**config.mk**
```make
export PLATFORM = sky130hd
export DESIGN_NAME = adrs_seq
export DESIGN_NICKNAME = d
export VERILOG_FILES = /design/src/design/adrs_ant_pick.v /design/src/design/adrs_seq.v
export VERILOG_INCLUDE_DIRS = /design/src /design/src/design
export SDC_FILE = /design/constraint.sdc
export NUM_CORES = 1
export LEC_CHECK = 0
export ABC_CLOCK_PERIOD_IN_PS = 3800
export BUFFER_PORTS_ARGS = -buffer_cell sky130_fd_sc_hd__buf_2
export CAP_MARGIN = 10
export CORE_MARGIN = 2
export CORE_UTILIZATION = 40
export CTS_CLUSTER_SIZE = 12
export DETAILED_ROUTE_END_ITERATION = 12
export HOLD_SLACK_MARGIN = 0.06
export SLEW_MARGIN = 15
export SYNTH_ARGS = -nofsm -noshare
export SYNTH_HDL_FRONTEND = slang
export SYNTH_HIERARCHICAL = 1
export SYNTH_SLANG_ARGS = --single-unit
```
**constraint.sdc**
```tcl
create_clock -name clk -period 3.8 [get_ports clk]
set_input_delay 0.19 -clock clk [delete_from_list [all_inputs] [get_ports clk]]
set_output_delay 0.19 -clock clk [all_outputs]
set_load 0.01 [all_outputs]
```
**src/design/adrs_consts.vh**
```
// Register offsets, field positions, codes and timing constants for the diversity receive sequencer
`ifndef ADRS_CONSTS_VH
`define ADRS_CONSTS_VH

`define ADRS_ADDR_W 11
`define ADRS_OFS_RX_STOP 11'h001
`define ADRS_OFS_RX_ENTER 11'h00c
`define ADRS_OFS_TMR_LO 11'h02c
`define ADRS_OFS_TMR_HI 11'h02d
`define ADRS_OFS_TMR_CTL 11'h034
`define ADRS_OFS_IRQ_FLAGS 11'h038
`define ADRS_OFS_IRQ_EN 11'h03b
`define ADRS_OFS_COR_STAT 11'h408
`define ADRS_OFS_IRQ_CFG_A 11'h4e2
`define ADRS_OFS_IRQ_CFG_B 11'h4e3
`define ADRS_OFS_DET_STATE 11'h4fa
`define ADRS_OFS_ANT_SEL 11'h4fb

// Bit positions
`define ADRS_BIT_MODEM 7
`define ADRS_BIT_TMR 6
`define ADRS_BIT_START 0

// Reset values
`define ADRS_RST_BYTE 8'h00

// Detection state codes
`define ADRS_DET_IDLE 8'h00
`define ADRS_DET_SEARCH 8'h01
`define ADRS_DET_PRE_A 8'h03
`define ADRS_DET_PRE_B 8'h04
`define ADRS_DET_SFD 8'h05

// Modem interrupt source codes
`define ADRS_CFGB_LEVEL 8'h88
`define ADRS_CFGB_TIMER 8'h22

// Timer tick: one wait unit in ns, cycles per unit at a 40 ns clock
`define ADRS_TICK_NS 40
`define ADRS_CLK_NS 40
`define ADRS_TICK_CYC ((`ADRS_TICK_NS + `ADRS_CLK_NS - 1) / `ADRS_CLK_NS)

`endif

```
**src/design/adrs_ant_pick.v**
```verilog
// Antenna comparator: picks the input with the stronger signal during preamble search
`timescale 1ns/10ps
module adrs_ant_pick #(
    parameter RSSI_W = 8
) (
    input wire clk,
    input wire sys_rst,
    input wire enable,
    input wire [RSSI_W-1:0] rssiA,
    input wire [RSSI_W-1:0] rssiB,
    output reg antSel
);
    // One extra bit so the hysteresis sum never wraps at full scale
    wire [RSSI_W:0] rssiAUp = {1'b0, rssiA} + {{RSSI_W{1'b0}}, 1'b1};
    wire [RSSI_W:0] rssiBUp = {1'b0, rssiB} + {{RSSI_W{1'b0}}, 1'b1};

    // RSSI words come from the front end in this clock domain; small hysteresis avoids chatter
    always @(posedge clk) begin
        if (sys_rst) begin
            antSel <= 1'b0;
        end else if (enable) begin
            if ({1'b0, rssiB} > rssiAUp) begin
                antSel <= 1'b1;
            end else if ({1'b0, rssiA} > rssiBUp) begin
                antSel <= 1'b0;
            end
        end
    end
endmodule

```
**src/design/adrs_seq.v**
```verilog
// Diversity receive sequencer: register file, detection state, MAC timer and antenna selection
//
// Notes on behaviour
// - Reading the status register at 0x408 clears its pending status.
// - Detection state reads 5 once a start-of-frame delimiter is found.
// - Detection state reads 3 or 4 once a preamble is found.
// - After preamble, bit 7 of 0x03b enables the no-delimiter interrupt.
// - Device switches antennas and keeps the one with the stronger signal.
//
// Register map (byte wide, 11-bit offsets)
//   0x001 receive stop control; bit 0 set drops back to idle
//   0x00c receive enter control; bit 0 set starts the preamble search
//   0x02c timer wait, low byte
//   0x02d timer wait, high byte
//   0x034 timer control; bit 0 starts the count and clears itself when done
//   0x038 interrupt flags, read only; bit 7 modem event, bit 6 timer done
//   0x03b interrupt enable; bit 7 gates the modem flag
//   0x408 sticky status, read only, cleared by any read
//   0x4e2 modem interrupt setting A, stored only
//   0x4e3 modem interrupt setting B; picks the modem event source
//   0x4fa detection state, read only
//   0x4fb selected antenna in bit 0, read only
//
// Detection state codes
//   0 idle, 1 searching, 3 preamble just found, 4 preamble held,
//   5 start-of-frame found; held until a stop write
//
// Modem event sources selected by 0x4e3
//   0x22 timer done, 0x88 preamble edge, anything else the no-delimiter timeout
//
// Limitations
//   The timer wait is latched at the start write; later writes to 0x02c or
//   0x02d only apply to the next start.
//   A stop write wins over every pin event in the same cycle.
//   Unmapped offsets read zero and ignore writes, so a typo in host code is silent.
//   Read data is zero outside the cycle after a read strobe, to keep bus merging safe.
//   Pin events pass a two-stage synchroniser and reach the state four cycles later.
//   The antenna choice only moves while searching, so a found preamble is not disturbed.
//
// Chosen here: the strobed register port.
`timescale 1ns/10ps
`include "adrs_consts.vh"
module adrs_seq #(
    parameter RSSI_W = 8,
    parameter SFD_TIMEOUT = 16'd4000
) (
    input wire clk,
    input wire sys_rst,
    input wire [`ADRS_ADDR_W-1:0] regAddr,
    input wire [7:0] regWrData,
    input wire regWr,
    input wire regRd,
    output reg [7:0] regRdData,
    input wire preambleIn,
    input wire sfdIn,
    input wire [RSSI_W-1:0] rssiA,
    input wire [RSSI_W-1:0] rssiB,
    output wire rxActive,
    output wire antSel
);
    // Receive states, one-hot
    localparam ST_IDLE = 4'b0001;
    localparam ST_SRCH = 4'b0010;
    localparam ST_PRE = 4'b0100;
    localparam ST_SFD = 4'b1000;

    ////////////////////////////////////////////////////////////////////////
    // Pin input synchronisers: first stage feeds only the second
    reg [1:0] preS1Q, preS2Q;
    reg [1:0] sfdS1Q, sfdS2Q;
    wire preSeen;
    wire sfdSeen;

    always @(posedge clk) begin
        if (sys_rst) begin
            preS1Q <= 2'h0;
            preS2Q <= 2'h0;
            sfdS1Q <= 2'h0;
            sfdS2Q <= 2'h0;
        end else begin
            preS1Q <= {preS1Q[0], preambleIn};
            preS2Q <= {preS2Q[0], preS1Q[1]};
            sfdS1Q <= {sfdS1Q[0], sfdIn};
            sfdS2Q <= {sfdS2Q[0], sfdS1Q[1]};
        end
    end
    // Second stage pairs give synchronised level and previous level
    assign preSeen = preS2Q[0] & ~preS2Q[1];
    assign sfdSeen = sfdS2Q[0] & ~sfdS2Q[1];

    ////////////////////////////////////////////////////////////////////////
    // Address decode helper, used for both strobes
    function hit;
        input [`ADRS_ADDR_W-1:0] a;
        input [`ADRS_ADDR_W-1:0] ofs;
        begin
            hit = (a == ofs);
        end
    endfunction

    wire wrStop = regWr & hit(regAddr, `ADRS_OFS_RX_STOP);
    wire wrEnter = regWr & hit(regAddr, `ADRS_OFS_RX_ENTER);
    wire wrTmrCtl = regWr & hit(regAddr, `ADRS_OFS_TMR_CTL);
    wire rdStat = regRd & hit(regAddr, `ADRS_OFS_COR_STAT);

    ////////////////////////////////////////////////////////////////////////
    // Plain read/write registers
    reg [7:0] stopCtlQ, enterCtlQ, tmrLoQ, tmrHiQ, tmrCtlQ, irqEnQ, cfgAQ, cfgBQ;

    always @(posedge clk) begin
        if (sys_rst) begin
            stopCtlQ <= `ADRS_RST_BYTE;
            enterCtlQ <= `ADRS_RST_BYTE;
            tmrLoQ <= `ADRS_RST_BYTE;
            tmrHiQ <= `ADRS_RST_BYTE;
            irqEnQ <= `ADRS_RST_BYTE;
            cfgAQ <= `ADRS_RST_BYTE;
            cfgBQ <= `ADRS_RST_BYTE;
        end else if (regWr) begin
            if (hit(regAddr, `ADRS_OFS_RX_STOP)) stopCtlQ <= regWrData;
            if (hit(regAddr, `ADRS_OFS_RX_ENTER)) enterCtlQ <= regWrData;
            if (hit(regAddr, `ADRS_OFS_TMR_LO)) tmrLoQ <= regWrData;
            if (hit(regAddr, `ADRS_OFS_TMR_HI)) tmrHiQ <= regWrData;
            if (hit(regAddr, `ADRS_OFS_IRQ_EN)) irqEnQ <= regWrData;
            if (hit(regAddr, `ADRS_OFS_IRQ_CFG_A)) cfgAQ <= regWrData;
            if (hit(regAddr, `ADRS_OFS_IRQ_CFG_B)) cfgBQ <= regWrData;
        end
    end

    ////////////////////////////////////////////////////////////////////////
    // Receive state machine
    reg [3:0] stQ, stD;
    reg [15:0] sfdWaitQ;
    wire sfdTimeout = (stQ == ST_PRE) && (sfdWaitQ == SFD_TIMEOUT);

    always @* begin
        stD = stQ;
        case (stQ)
            ST_IDLE: begin
                if (wrEnter && regWrData[`ADRS_BIT_START]) stD = ST_SRCH;
            end
            ST_SRCH: begin
                if (sfdSeen) stD = ST_SFD;
                else if (preSeen) stD = ST_PRE;
            end
            ST_PRE: begin
                if (sfdSeen) stD = ST_SFD;
                else if (sfdTimeout) stD = ST_SRCH;
            end
            ST_SFD: begin
                stD = ST_SFD;
            end
            default: begin
                stD = ST_IDLE;
            end
        endcase
        // Stop overrides everything, then a fresh enter restarts the search
        if (wrStop && regWrData[`ADRS_BIT_START]) stD = ST_IDLE;
    end

    always @(posedge clk) begin
        if (sys_rst) begin
            stQ <= ST_IDLE;
            sfdWaitQ <= 16'h0000;
        end else begin
            stQ <= stD;
            if (stQ == ST_PRE && stD == ST_PRE) sfdWaitQ <= sfdWaitQ + 16'h0001;
            else sfdWaitQ <= 16'h0000;
        end
    end

    reg [7:0] detState;
    always @* begin
        case (stQ)
            ST_IDLE: detState = `ADRS_DET_IDLE;
            ST_SRCH: detState = `ADRS_DET_SEARCH;
            // Preamble code, 4 once the preamble state has been held four cycles
            ST_PRE: detState = sfdWaitQ[15:2] != 14'h0000 ? `ADRS_DET_PRE_B : `ADRS_DET_PRE_A;
            ST_SFD: detState = `ADRS_DET_SFD;
            default: detState = `ADRS_DET_IDLE;
        endcase
    end
    assign rxActive = (stQ != ST_IDLE);

    ////////////////////////////////////////////////////////////////////////
    // MAC timer: loaded from the wait registers, counts ticks once started
    reg [15:0] tmrCntQ;
    reg tmrRunQ;
    reg [7:0] tickQ;
    wire tick = (tickQ == (`ADRS_TICK_CYC - 1));
    wire tmrDone = tmrRunQ && tick && (tmrCntQ == 16'h0000);

    always @(posedge clk) begin
        if (sys_rst) begin
            tmrCntQ <= 16'h0000;
            tmrRunQ <= 1'b0;
            tickQ <= 8'h00;
            tmrCtlQ <= `ADRS_RST_BYTE;
        end else begin
            tickQ <= (tick || !tmrRunQ) ? 8'h00 : tickQ + 8'h01;
            if (wrTmrCtl) begin
                tmrCtlQ <= regWrData;
                tmrRunQ <= regWrData[`ADRS_BIT_START];
                tmrCntQ <= {tmrHiQ, tmrLoQ};
            end else if (tmrDone) begin
                tmrRunQ <= 1'b0;
                tmrCtlQ[`ADRS_BIT_START] <= 1'b0;
            end else if (tmrRunQ && tick) begin
                tmrCntQ <= tmrCntQ - 16'h0001;
            end
        end
    end

    ////////////////////////////////////////////////////////////////////////
    // Interrupt flags: modem source chosen by config B
    // No-delimiter event while preamble is held and config B is neither the timer nor the level code
    wire modemEvent = (cfgBQ == `ADRS_CFGB_TIMER) ? tmrDone
                    : (cfgBQ == `ADRS_CFGB_LEVEL) ? preSeen
                    : sfdTimeout;
    reg [7:0] flagsQ;
    reg [7:0] statQ;

    // Modem flag sticks while enabled and clearing its enable bit drops it; timer flag sets on done, clears on a timer control write
    always @(posedge clk) begin
        if (sys_rst) begin
            flagsQ <= `ADRS_RST_BYTE;
        end else begin
            if (modemEvent && irqEnQ[`ADRS_BIT_MODEM]) flagsQ[`ADRS_BIT_MODEM] <= 1'b1;
            else if (!irqEnQ[`ADRS_BIT_MODEM]) flagsQ[`ADRS_BIT_MODEM] <= 1'b0;
            if (tmrDone) flagsQ[`ADRS_BIT_TMR] <= 1'b1;
            else if (wrTmrCtl) flagsQ[`ADRS_BIT_TMR] <= 1'b0;
        end
    end

    // Clear-on-read status; a new event in the read cycle survives
    always @(posedge clk) begin
        if (sys_rst) begin
            statQ <= `ADRS_RST_BYTE;
        end else begin
            statQ <= (rdStat ? 8'h00 : statQ)
                   | {modemEvent, tmrDone, 4'h0, sfdSeen, preSeen};
        end
    end

    ////////////////////////////////////////////////////////////////////////
    // Antenna choice tracks the stronger input while searching
    wire antPick;
    adrs_ant_pick #(
        .RSSI_W(RSSI_W)
    ) uAntPick (
        .clk(clk),
        .sys_rst(sys_rst),
        .enable(stQ == ST_SRCH),
        .rssiA(rssiA),
        .rssiB(rssiB),
        .antSel(antPick)
    );
    assign antSel = antPick;

    ////////////////////////////////////////////////////////////////////////
    // Read data, valid the cycle after the strobe; unmapped reads zero
    always @(posedge clk) begin
        if (sys_rst) begin
            regRdData <= 8'h00;
        end else if (regRd) begin
            case (regAddr)
                `ADRS_OFS_RX_STOP: regRdData <= stopCtlQ;
                `ADRS_OFS_RX_ENTER: regRdData <= enterCtlQ;
                `ADRS_OFS_TMR_LO: regRdData <= tmrLoQ;
                `ADRS_OFS_TMR_HI: regRdData <= tmrHiQ;
                `ADRS_OFS_TMR_CTL: regRdData <= tmrCtlQ;
                `ADRS_OFS_IRQ_FLAGS: regRdData <= flagsQ;
                `ADRS_OFS_IRQ_EN: regRdData <= irqEnQ;
                `ADRS_OFS_COR_STAT: regRdData <= statQ;
                `ADRS_OFS_IRQ_CFG_A: regRdData <= cfgAQ;
                `ADRS_OFS_IRQ_CFG_B: regRdData <= cfgBQ;
                `ADRS_OFS_DET_STATE: regRdData <= detState;
                `ADRS_OFS_ANT_SEL: regRdData <= {7'h00, antPick};
                default: regRdData <= 8'h00;
            endcase
        end else begin
            regRdData <= 8'h00;
        end
    end
endmodule

```
==> results.md, run 1 <==
* WHS Path Cells at 3
* Most common cell in the synthesized netlist: dfxtp_1
* Max-cap violations at 0
* # IOs at 51
* YS warnings at 6
* Post-Synth XOR/XNOR Area at 5.66%
* Via count at 5974
* Max_slew headroom at 40.4%
* Full die area at 18100 um^2
* Gr usage total at 21.2%
* Total congestion overflow at 0
* Hold Path Class: in2reg
* Mapped Cells at 811
* DRC viols at 0
* RSZ-0062 raised after global routing: no
* Synth Area in Compound Gates at 13.7%
* CORE AREA at 16600 um^2
* Vias per std cell at 5.57
* Post-DRT Antenna Nets at 0
* Finished Layout Cells at 1073
* Initial antenna violation count at 0
* Netlist Area Pre-Place at 6810 um^2
* Port bufs at 50
* Post-Route Utilization at 47.1%
* Crit path launch type: flop
* Worst r2r src: tickQ[0]$_SDFF_PP0_
* Clock tree buffer depth at 2
* Setup tns final at 0 ps
* PostCTS Resize Cnt at 0
* 1st-iter DRT viols at 467
* Largest net degree at the start of global routing at 58
* Routability congestion estimate at 0.877
* Status: complete, no violations
* Num CTS Buffers at 17
* Simple-gate share of the synthesized area at 28.5%
* Synth Area per Inst at 8.39 um^2
* Layout Nets at 904
* Commonest cells in the netlist: 131 x dfxtp_1, 117 x nand2_1, 85 x nor2_1
* Hold EP: tmrCtlQ[4]$_SDFFE_PP0P_
* Reg2Reg Depth at 7
* Switch share at 21.4%
* Leak at 2.81 nW
* Hold wc startpoint: regWrData[4]
* Clock root cell: clkbuf_16
* CTS tree: yes
* Arr. time, crit path at 2900 ps
* Worst Path Max Fanout at 12
* Number of global-route vias before repair at 5432
* EDFF count, synth at 0
* Clock share of power at 52.8%
* Synth-to-layout area growth at 14.9%
* Flop2flop setup slack at 1230 ps
* Largest area contributor in the netlist: dfxtp_1
* Worst reg2reg endpoint: tmrCntQ[14]$_SDFFE_PP0P_
* Pre-antenna DRT Iters at 5
* First-pass GRT wire length at 29.7 mm
* WL final at 18.5 mm
* Clock slew at reported path FFs at 60 ps
* Die H at 134 um
* Die W at 134 um
* Setup crit end kind: flop
* Initial core utilization at 41.0%
* Share of cells above drive strength 1 at 13.0%
* Max Freq at 390 MHz
* Max IR drop VDD at 0.000332 V
* Net Switching at 0.000704 W
* Cells after DPL at 1040
* CP Data Required Time at 4130 ps
* Clock tree sinks at 131
* Distinct cells, synth at 70
* Final Hold Fails at 0
* Final min period at 2570 ps
* Synth area leaders: dfxtp_1 39%, nand2_1 6.5%, mux2i_1 4.7%
* Setup violators final at 0
* Clock Latency Late Sink at 410 ps
* Combinational power share at 5.3%
* H-tree levels at 4
* Largest family of logic cells by synthesized area: simple AND/OR/NAND/NOR gates
* Async S/R FF share, synth at 0%
* CP Class: reg2reg
* Clk_skew at 4.53 ps
* Row count at 47
* Multiplexer area fraction after synthesis at 5.20%
* Slew Viols, Final at 0
* Pwr/cell area at 421 nW/um^2
* Seq pwr share at 42.0%
* WL/cell at 17.2 um
* Seq/Total Area, Yosys at 38.5%
* Least-Margin Pin Slew at 882 ps
* Synthesized netlist net count at 874
* Dominant synthesized flop cell: dfxtp_1
* Antenna diode count at 0
* Tcrit/Tclk final at 67.5%
* Dpl hpwl at 13.1 mm
* Synthesized flop and latch total at 131
* Synth Area in Adders at 4.04%
* Synth top area share at 38.5%
* Int Power at 0.00258 W
[critical path, cell delays in order (launching register included)]
cell	delay, ps
dfxtp_1	350
inv_1	70
ha_1	130
or4b_4	480
nor2_1	610
nand3_1	170
or3b_1	420
a311oi_2	250
[state kept, by name, summed over array words and instances, names as in the netlist]
register	flops
flagsQ	2
stQ	4
tmrHiQ	8
statQ	4
tickQ	8
tmrCtlQ	7
preS2Q	2
sfdWaitQ	16
enterCtlQ	8
irqEnQ	8
sfdS1Q	2
regRdData	8
uAntPick/antSel	1
tmrCntQ	16
cfgAQ	8
stopCtlQ	8
preS1Q	2
tmrLoQ	8
cfgBQ	8
sfdS2Q	2
tmrRunQ	1
[cell type report]
class                           instances  area, um^2
Sequential cell                       131        2620
Clock buffer                           22         474
Timing Repair Buffer                   58         318
Inverter                               22        82.6
Tap cell                              220         275
Multi-Input combinational cell        611        3890
Clock inverter                          9         151
Fill cell                            1654        8760
[stage by stage]
step                power, W  hold slack [ps]  cell area (um^2)  setup WS [ps]
finish               0.00329              132              7820           1230
global route         0.00340              127              7820           1040
CTS                  0.00332              114              7820           1230
detailed placement   0.00158              413              7170           1230
global placement     0.00158              409              7170           1290
floorplan            0.00152              318              6810           1720
[cell families (layout without fill, tap and decap cells)]
group                      Yosys count  after routing
AOI/OAI and AO/OA                  138            138
xor gates and xnor gates            44             44
adders and majority gates           22             22
buffers and inverters               69            111
DFF                                131            131
muxes                               35             35
and+or+nand+nor                    372            372
[cells in the final DEF (no fill, tap or decap), drive strengths merged, types with 4 or more instances in the layout]
cell,instances
xor2,29
or2,5
and2,7
nor4b,5
and4,5
and3,10
nand2b,6
bufinv,4
nor4,17
or3,8
mux2i,32
a211oi,14
nand3,38
nor2b,16
o21ai,9
ha,22
dfxtp,131
a21oi,55
buf,56
nand4,14
a311oi,5
nand2,117
or4,11
a22oi,8
clkbuf,22
nand4b,4
nor3,8
nor2,85
inv,23
a22o,9
a31oi,7
xnor2,15
[worst max-delay path by stage]
stage	start	endpoint	slack [ps]
floorplan	tickQ[0]$_SDFF_PP0_	tmrCntQ[11]$_SDFFE_PP0P_	1720
CTS	tickQ[0]$_SDFF_PP0_	tmrCntQ[14]$_SDFFE_PP0P_	1230
global placement	tickQ[0]$_SDFF_PP0_	tmrCntQ[14]$_SDFFE_PP0P_	1290
finish	tickQ[0]$_SDFF_PP0_	tmrCntQ[14]$_SDFFE_PP0P_	1230
global route	tickQ[0]$_SDFF_PP0_	tmrCntQ[14]$_SDFFE_PP0P_	1040
detailed placement	tickQ[0]$_SDFF_PP0_	tmrCntQ[14]$_SDFFE_PP0P_	1230
[power by group through the flow]
stage,combinational (W),sequential [W],clock [W]
finish,0.000174,0.00138,0.00174
global route,0.000191,0.00138,0.00183
CTS,0.000172,0.00138,0.00177
detailed placement,0.000171,0.00141,0
global placement,0.000171,0.00141,0
floorplan,0.000108,0.00141,0
[per-layer routing]
| metal | part of all wire [%] | GRT usage [%] |
|---|---|---|
| met1 | 47 | 30.6 |
| met2 | 43 | 30.3 |
| met3 | 7.1 | 5.29 |
| met4 | 2.1 | 7.95 |
| met5 | 0 | 0 |
[timing repair]
item                      4_1_cts  5_1_grt
hold endpoints to repair        2        0
setup buffers                   0        0
hold buffers                    2        0
No activity file was read; power rests on OpenSTA's default activity.
==> inputs of run 2 (changes only) <==
Settings changed: ABC_CLOCK_PERIOD_IN_PS 3800 to 2100.
Clock period 3.8 ns to 2.1 ns, I/O delays scaled along.
==> results.md, run 2 (same netlist as run 1, synthesis figures left out) <==
* Post-Route Utilization at 50.5% (+3.3 points)
* Hold wc startpoint: regWrData[0]
* Vias per std cell at 5.46 (-2.0%)
* WL/cell at 16.6 um (-3.9%)
* Synth-to-layout area growth at 23.0%
* Clock tree buffer depth at 2 (unchanged)
* Arr. time, crit path at 2370 ps (-530 ps)
* Gr usage total at 21.3% (+0.043 points)
* Status: complete, no violations
* DRC viols at 0 (unchanged)
* CP max stage delay at 590 ps (-20 ps)
* Max Freq at 492 MHz (+26%)
* Reg2Reg Depth at 6 (-1)
* Commonest cells after routing, fill and taps aside: 129 x dfxtp_1, 116 x nand2_1, 84 x nor2_1
* Die W at 134 um (unchanged)
* Clock slew at reported path FFs at 60 ps (about the same)
* Antenna diode count at 0 (unchanged)
* Tcrit/Tclk final at 96.9% (+29 points)
* Crit path launch type: flop
* Most common cell after layout, fill and taps aside: dfxtp_1
* Setup violators final at 0 (unchanged)
* H-tree levels at 4 (unchanged)
* 1st-iter DRT viols at 423 (-9.4%)
* Max-cap violations at 0 (unchanged)
* Final Hold Fails at 0 (unchanged)
* Fillers at 1604 (-3.0%)
* Pre-antenna DRT Iters at 5 (unchanged)
* CP Data Required Time at 2440 ps (-1690 ps)
* # IOs at 51 (unchanged)
* Pre-CTS setup slack at 29.8 ps (-1200 ps)
* Crit-path cells: or4_4, nor4_4, buf_4, nand2_2, or3_1, a311oi_1
* Final worst slack at 66.1 ps (-1170 ps)
* Met3 wire len at 1.23 mm (-6.0%)
* Multi-input logic area at 3910 um^2 (+0.26%)
* Leak at 3.12 nW (+11%)
* CTS tree: yes
* Worst setup startpoint: tmrCntQ[3]$_SDFFE_PP0P_
* Full die area at 18100 um^2 (unchanged)
* Dpl hpwl at 13.5 mm (+3.1%)
* Port bufs at 50 (unchanged)
* Share of cells above drive strength 1 at 18.7% (+5.7 points)
* Clock root cell: clkbuf_16
* Total congestion overflow at 0 (unchanged)
* Hold Path Class: in2reg
* Final min period at 2030 ps (-532 ps)
* Routability congestion estimate at 0.906 (+3.3%)
* Least-Margin Pin Slew at 782 ps (-99.8 ps)
* CP Class: reg2reg
* Largest net degree at the start of global routing at 75 (+29%)
* Clk_skew at 6.96 ps (+2.43 ps)
* Layout Nets at 966 (+6.9%)
* Number of global-route vias before repair at 5691 (+4.8%)
* WL final at 18.8 mm (+1.8%)
* Highest metal used: met4
* Worst r2r src: tmrCntQ[3]$_SDFFE_PP0P_
* Pwr/cell area at 715 nW/um^2 (+70%)
* Clock tree sinks at 131 (unchanged)
* Setup crit end kind: flop
* Biggest regs: sfdWaitQ x16, tmrCntQ x16
* WL met2 at 8.26 mm (+2.7%)
* Pwr Total at 0.00598 W (+82%)
* Post-DRT Antenna Nets at 0 (unchanged)
* WHS Path Cells at 3 (unchanged)
* Clock Latency Late Sink at 430 ps (+20 ps)
* Max_slew headroom at 47.9% (+7.4 points)
* Slew Viols, Final at 0 (unchanged)
* Num CTS Buffers at 17 (unchanged)
* RSZ-0062 raised after global routing: yes
* Initial antenna violation count at 0 (unchanged)
* Worst-path cell with the longest stage delay: or4_4
* Row count at 47 (unchanged)
* Max IR drop VDD at 0.000566 V (+70%)
* Die H at 134 um (unchanged)
* WL met1 at 8.97 mm (+2.5%)
* Via count at 6198 (+3.7%)
* CORE AREA at 16600 um^2 (unchanged)
* Initial core utilization at 41.0% (unchanged)
* Seq. cell area at 2630 um^2 (about the same)
* First-pass GRT wire length at 29.9 mm (+0.88%)
* Worst Path Max Fanout at 4 (-8)
## run 2: cell types whose count changed in the layout (fill, tap and decap cells not counted), moves of 3 or more
cell,before,now
clkinv_2,3,0
buf_4,7,56
clkinv_4,0,4
dlygate4sd3_1,2,10
buf_12,0,4
## run 2: layer usage
| layer | vias to the layer above | GRT usage [%] |
|---|---|---|
| met5 | - | 0 |
| met4 | 0 | 6.26 |
| met3 | 32 | 5.90 |
| met2 | 163 | 32.4 |
| met1 | 2923 | 29.4 |
| li1 | 3080 | - |
## run 2: area by class of cell
cell class / count / area share [%]
clock buffers: 20 / 5.46
clock inverters: 12 / 2.03
inverters: 22 / 0.986
multi-input cells: 611 / 46.6
flip-flops and latches: 131 / 31.4
well taps: 220 / 3.29
repair buffers: 120 / 10.2
## run 2: what timing repair did
item,in CTS,in global routing
setup endpoints to repair,0,8
buffers inserted,0,2
endpoints found under the hold margin,39,0
hold buffers,10,0
resized for setup,0,6
## run 2: critical path: cells and delay by family, from the launching register on
family                 cells  cell delay (ps)
buffers and inverters      1              170
AND/OR/NAND/NOR            4             1220
flip-flops                 1              330
AO/OA/AOI/OAI              1              240
## run 2: final timing paths
path	slack, ps	endpoint
setup / recovery	70	tmrCntQ[12]$_SDFFE_PP0P_
hold / removal	100	tmrHiQ[0]$_SDFFE_PP0P_
setup reg to reg	70	tmrCntQ[12]$_SDFFE_PP0P_
hold reg to reg	450	irqEnQ[6]$_SDFFE_PP0P_
## run 2: stage by stage
| stage | std cells | cell area (um^2) | hold WS (ps) | setup TNS (ps) |
|---|---|---|---|---|
| after detailed placement | 1092 | 7610 | 348 | 0 |
| after global routing | 1136 | 8370 | 102 | -30.8 |
| after CTS | 1134 | 8340 | 76.9 | 0 |
| final | 1136 | 8370 | 95.4 | 0 |
| after global placement | 1092 | 7610 | 354 | 0 |
| after floorplan | 811 | 6810 | 233 | 0 |
## run 2: where the power goes
group	switching, W	internal [W]	total [W]
logic	0.000213	0.000141	0.000355
clock network	0.00118	0.00196	0.00313
registers	0.00000280	0.00249	0.00249
==> inputs of run 3 (changes only) <==
Settings changed: CORE_ASPECT_RATIO set to 2.
==> results.md, run 3 (same netlist as run 1, synthesis figures left out) <==
* Setup violators final at 1 (+1)
* Dpl hpwl at 15.5 mm (+15%)
* Layout Nets at 963 (-0.31%)
* RSZ-0062 raised after global routing: yes
* Clk_skew at 8.83 ps (+1.87 ps)
* Clock slew at reported path FFs at 60 ps (about the same)
* CP Class: reg2reg
* Biggest regs: sfdWaitQ x16, tmrCntQ x16
* Final worst slack at -23.8 ps (-89.9 ps)
* Leak at 3.11 nW (-0.45%)
* Commonest cells after routing, fill and taps aside: 131 x dfxtp_1, 117 x nand2_1, 84 x nor2_1
* WL final at 20.6 mm (+9.4%)
* Row count at 67 (+43%)
* Clock share of power at 50.4% (-2.0 points)
* Slew Viols, Final at 0 (unchanged)
* Post-DRT Antenna Nets at 0 (unchanged)
* Worst r2r src: tmrCntQ[9]$_SDFFE_PP0P_
* Int Power at 0.00439 W (-4.3%)
* Initial core utilization at 40.8% (-0.24 points)
* Largest net degree at the start of global routing at 38 (-49%)
* Worst Path Max Fanout at 5 (+1)
* Max_slew headroom at 66.5% (+19 points)
* Number of global-route vias before repair at 6238 (+9.6%)
* Fillers at 1640 (+2.2%)
* Synth-to-layout area growth at 21.6%
* Arr. time, crit path at 2450 ps (+80 ps)
* Net Switching at 0.00134 W (-3.8%)
* Crit path launch type: flop
* Max Freq at 471 MHz (-4.2%)
* Combinational power share at 6.1% (+0.2 points)
* H-tree levels at 4 (unchanged)
* Clock root cell: clkbuf_16
* Final min period at 2120 ps (+89.9 ps)
* Vias per std cell at 5.65 (+3.5%)
* Least-Margin Pin Slew at 502 ps (-280 ps)
* WL/cell at 18.4 um (+11%)
* Hold Path Class: in2reg
* Worst setup startpoint: tmrCntQ[9]$_SDFFE_PP0P_
* Total congestion overflow at 0 (unchanged)
* Max IR drop VDD at 0.000410 V (-27%)
* Pwr/cell area at 693 nW/um^2 (-3.1%)
* Antenna diode count at 0 (unchanged)
* DRC viols at 0 (unchanged)
* Port bufs at 50 (unchanged)
* Die W at 96.2 um (-28%)
* Seq pwr share at 43.5% (+1.8 points)
* Clock tree sinks at 131 (unchanged)
* Hold slack at 72.1 ps (-23.3 ps)
* Final Hold Fails at 0 (unchanged)
* CTS tree: yes
* Pre-antenna DRT Iters at 7 (+2)
* Failing checks: setup timing
* First-pass GRT wire length at 32.2 mm (+7.5%)
* Status: complete, but fails checks
* Switch share at 23.4% (+0.083 points)
* CP Data Required Time at 2430 ps (about the same)
* Post-Route Utilization at 49.6% (-0.88 points)
* 1st-iter DRT viols at 277 (-35%)
* Flop2flop setup slack at -20 ps (-90 ps)
* Gr usage total at 23.6% (+2.3 points)
* Max-cap violations at 0 (unchanged)
* Most common cell after layout, fill and taps aside: dfxtp_1
* # IOs at 51 (unchanged)
* Share of cells above drive strength 1 at 19.3% (+0.61 points)
* Setup crit end kind: flop
* Die H at 188 um (+40%)
* Num CTS Buffers at 17 (unchanged)
* Via count at 6326 (+2.1%)
* Clock Latency Late Sink at 420 ps (about the same)
* Initial antenna violation count at 0 (unchanged)
* Routability congestion estimate at 0.895 (-1.2%)
* Full die area at 18100 um^2 (+0.35%)
* CORE AREA at 16700 um^2 (+0.60%)
* Hold wc startpoint: regWrData[7]
* Tcrit/Tclk final at 101% (+4.3 points)
* Clock tree buffer depth at 2 (unchanged)
-- run 3: path summary, 6_finish.rpt --
path                                    to  cells after the start
setup / recovery  tmrCntQ[14]$_SDFFE_PP0P_                      5
setup reg to reg  tmrCntQ[14]$_SDFFE_PP0P_                      5
hold reg to reg       preS2Q[0]$_SDFF_PP0_                      1
hold / removal    stopCtlQ[7]$_SDFFE_PP0P_                      3
-- run 3: per-stage QoR --
step	area (um^2)	TNS (ps)	setup slack [ps]	total power, W	instances
after floorplan	6810	0	17.2	0.00274	811
after global placement	7620	-41.6	-41.6	0.00289	1084
after detailed placement	7620	-78.1	-34.3	0.00289	1084
after CTS	8240	-5.67	-5.67	0.00578	1119
after global routing	8270	-372	-126	0.00591	1120
final	8270	-23.8	-23.8	0.00573	1120
-- run 3: repair_timing --
item                                    CTS  global route
pin swaps                                 5            13
endpoints found under the hold margin     3             0
hold buffers                              3             0
resized for setup                         2             6
setup buffers                             0             1
endpoints found under the setup margin    4            11
-- run 3: layout make-up --
type / count / area (um^2) / area share (%)
Clock buffer: 19 / 443 / 5.35
Clock inverter: 13 / 136 / 1.65
Timing Repair Buffer: 117 / 808 / 9.77
Sequential cell: 131 / 2620 / 31.7
Multi-Input combinational cell: 611 / 3920 / 47.4
Inverter: 22 / 82.6 / 0.998
Tap cell: 207 / 259 / 3.13
-- run 3: metal layers --
| layer | routed length (um) | up-vias | part of all wire [%] | global-route usage (%) |
|---|---|---|---|---|
| met3 | 867 | 72 | 4.2 | 3.80 |
| met1 | 7320 | 2985 | 36 | 23.7 |
| met4 | 1420 | 0 | 6.9 | 15.9 |
| li1 | - | 3070 | - | - |
| met2 | 11000 | 199 | 53 | 42.5 |
| met5 | 0 | - | 0 | 0 |
-- run 3: power by group through the flow --
stage | logic (W) | registers [W] | clock network (W)
floorplan | 0.000195 | 0.00255 | 0
global placement | 0.000341 | 0.00255 | 0
detailed placement | 0.000341 | 0.00255 | 0
CTS | 0.000347 | 0.00249 | 0.00294
global route | 0.000382 | 0.00249 | 0.00304
finish | 0.000349 | 0.00250 | 0.00289
-- run 3: worst max-delay path: stages (launching register included) --
cell,delay (ps)
dfxtp_1,310
or4_4,560
nor4_4,410
nand3_1,150
or3b_1,390
a311oi_2,230
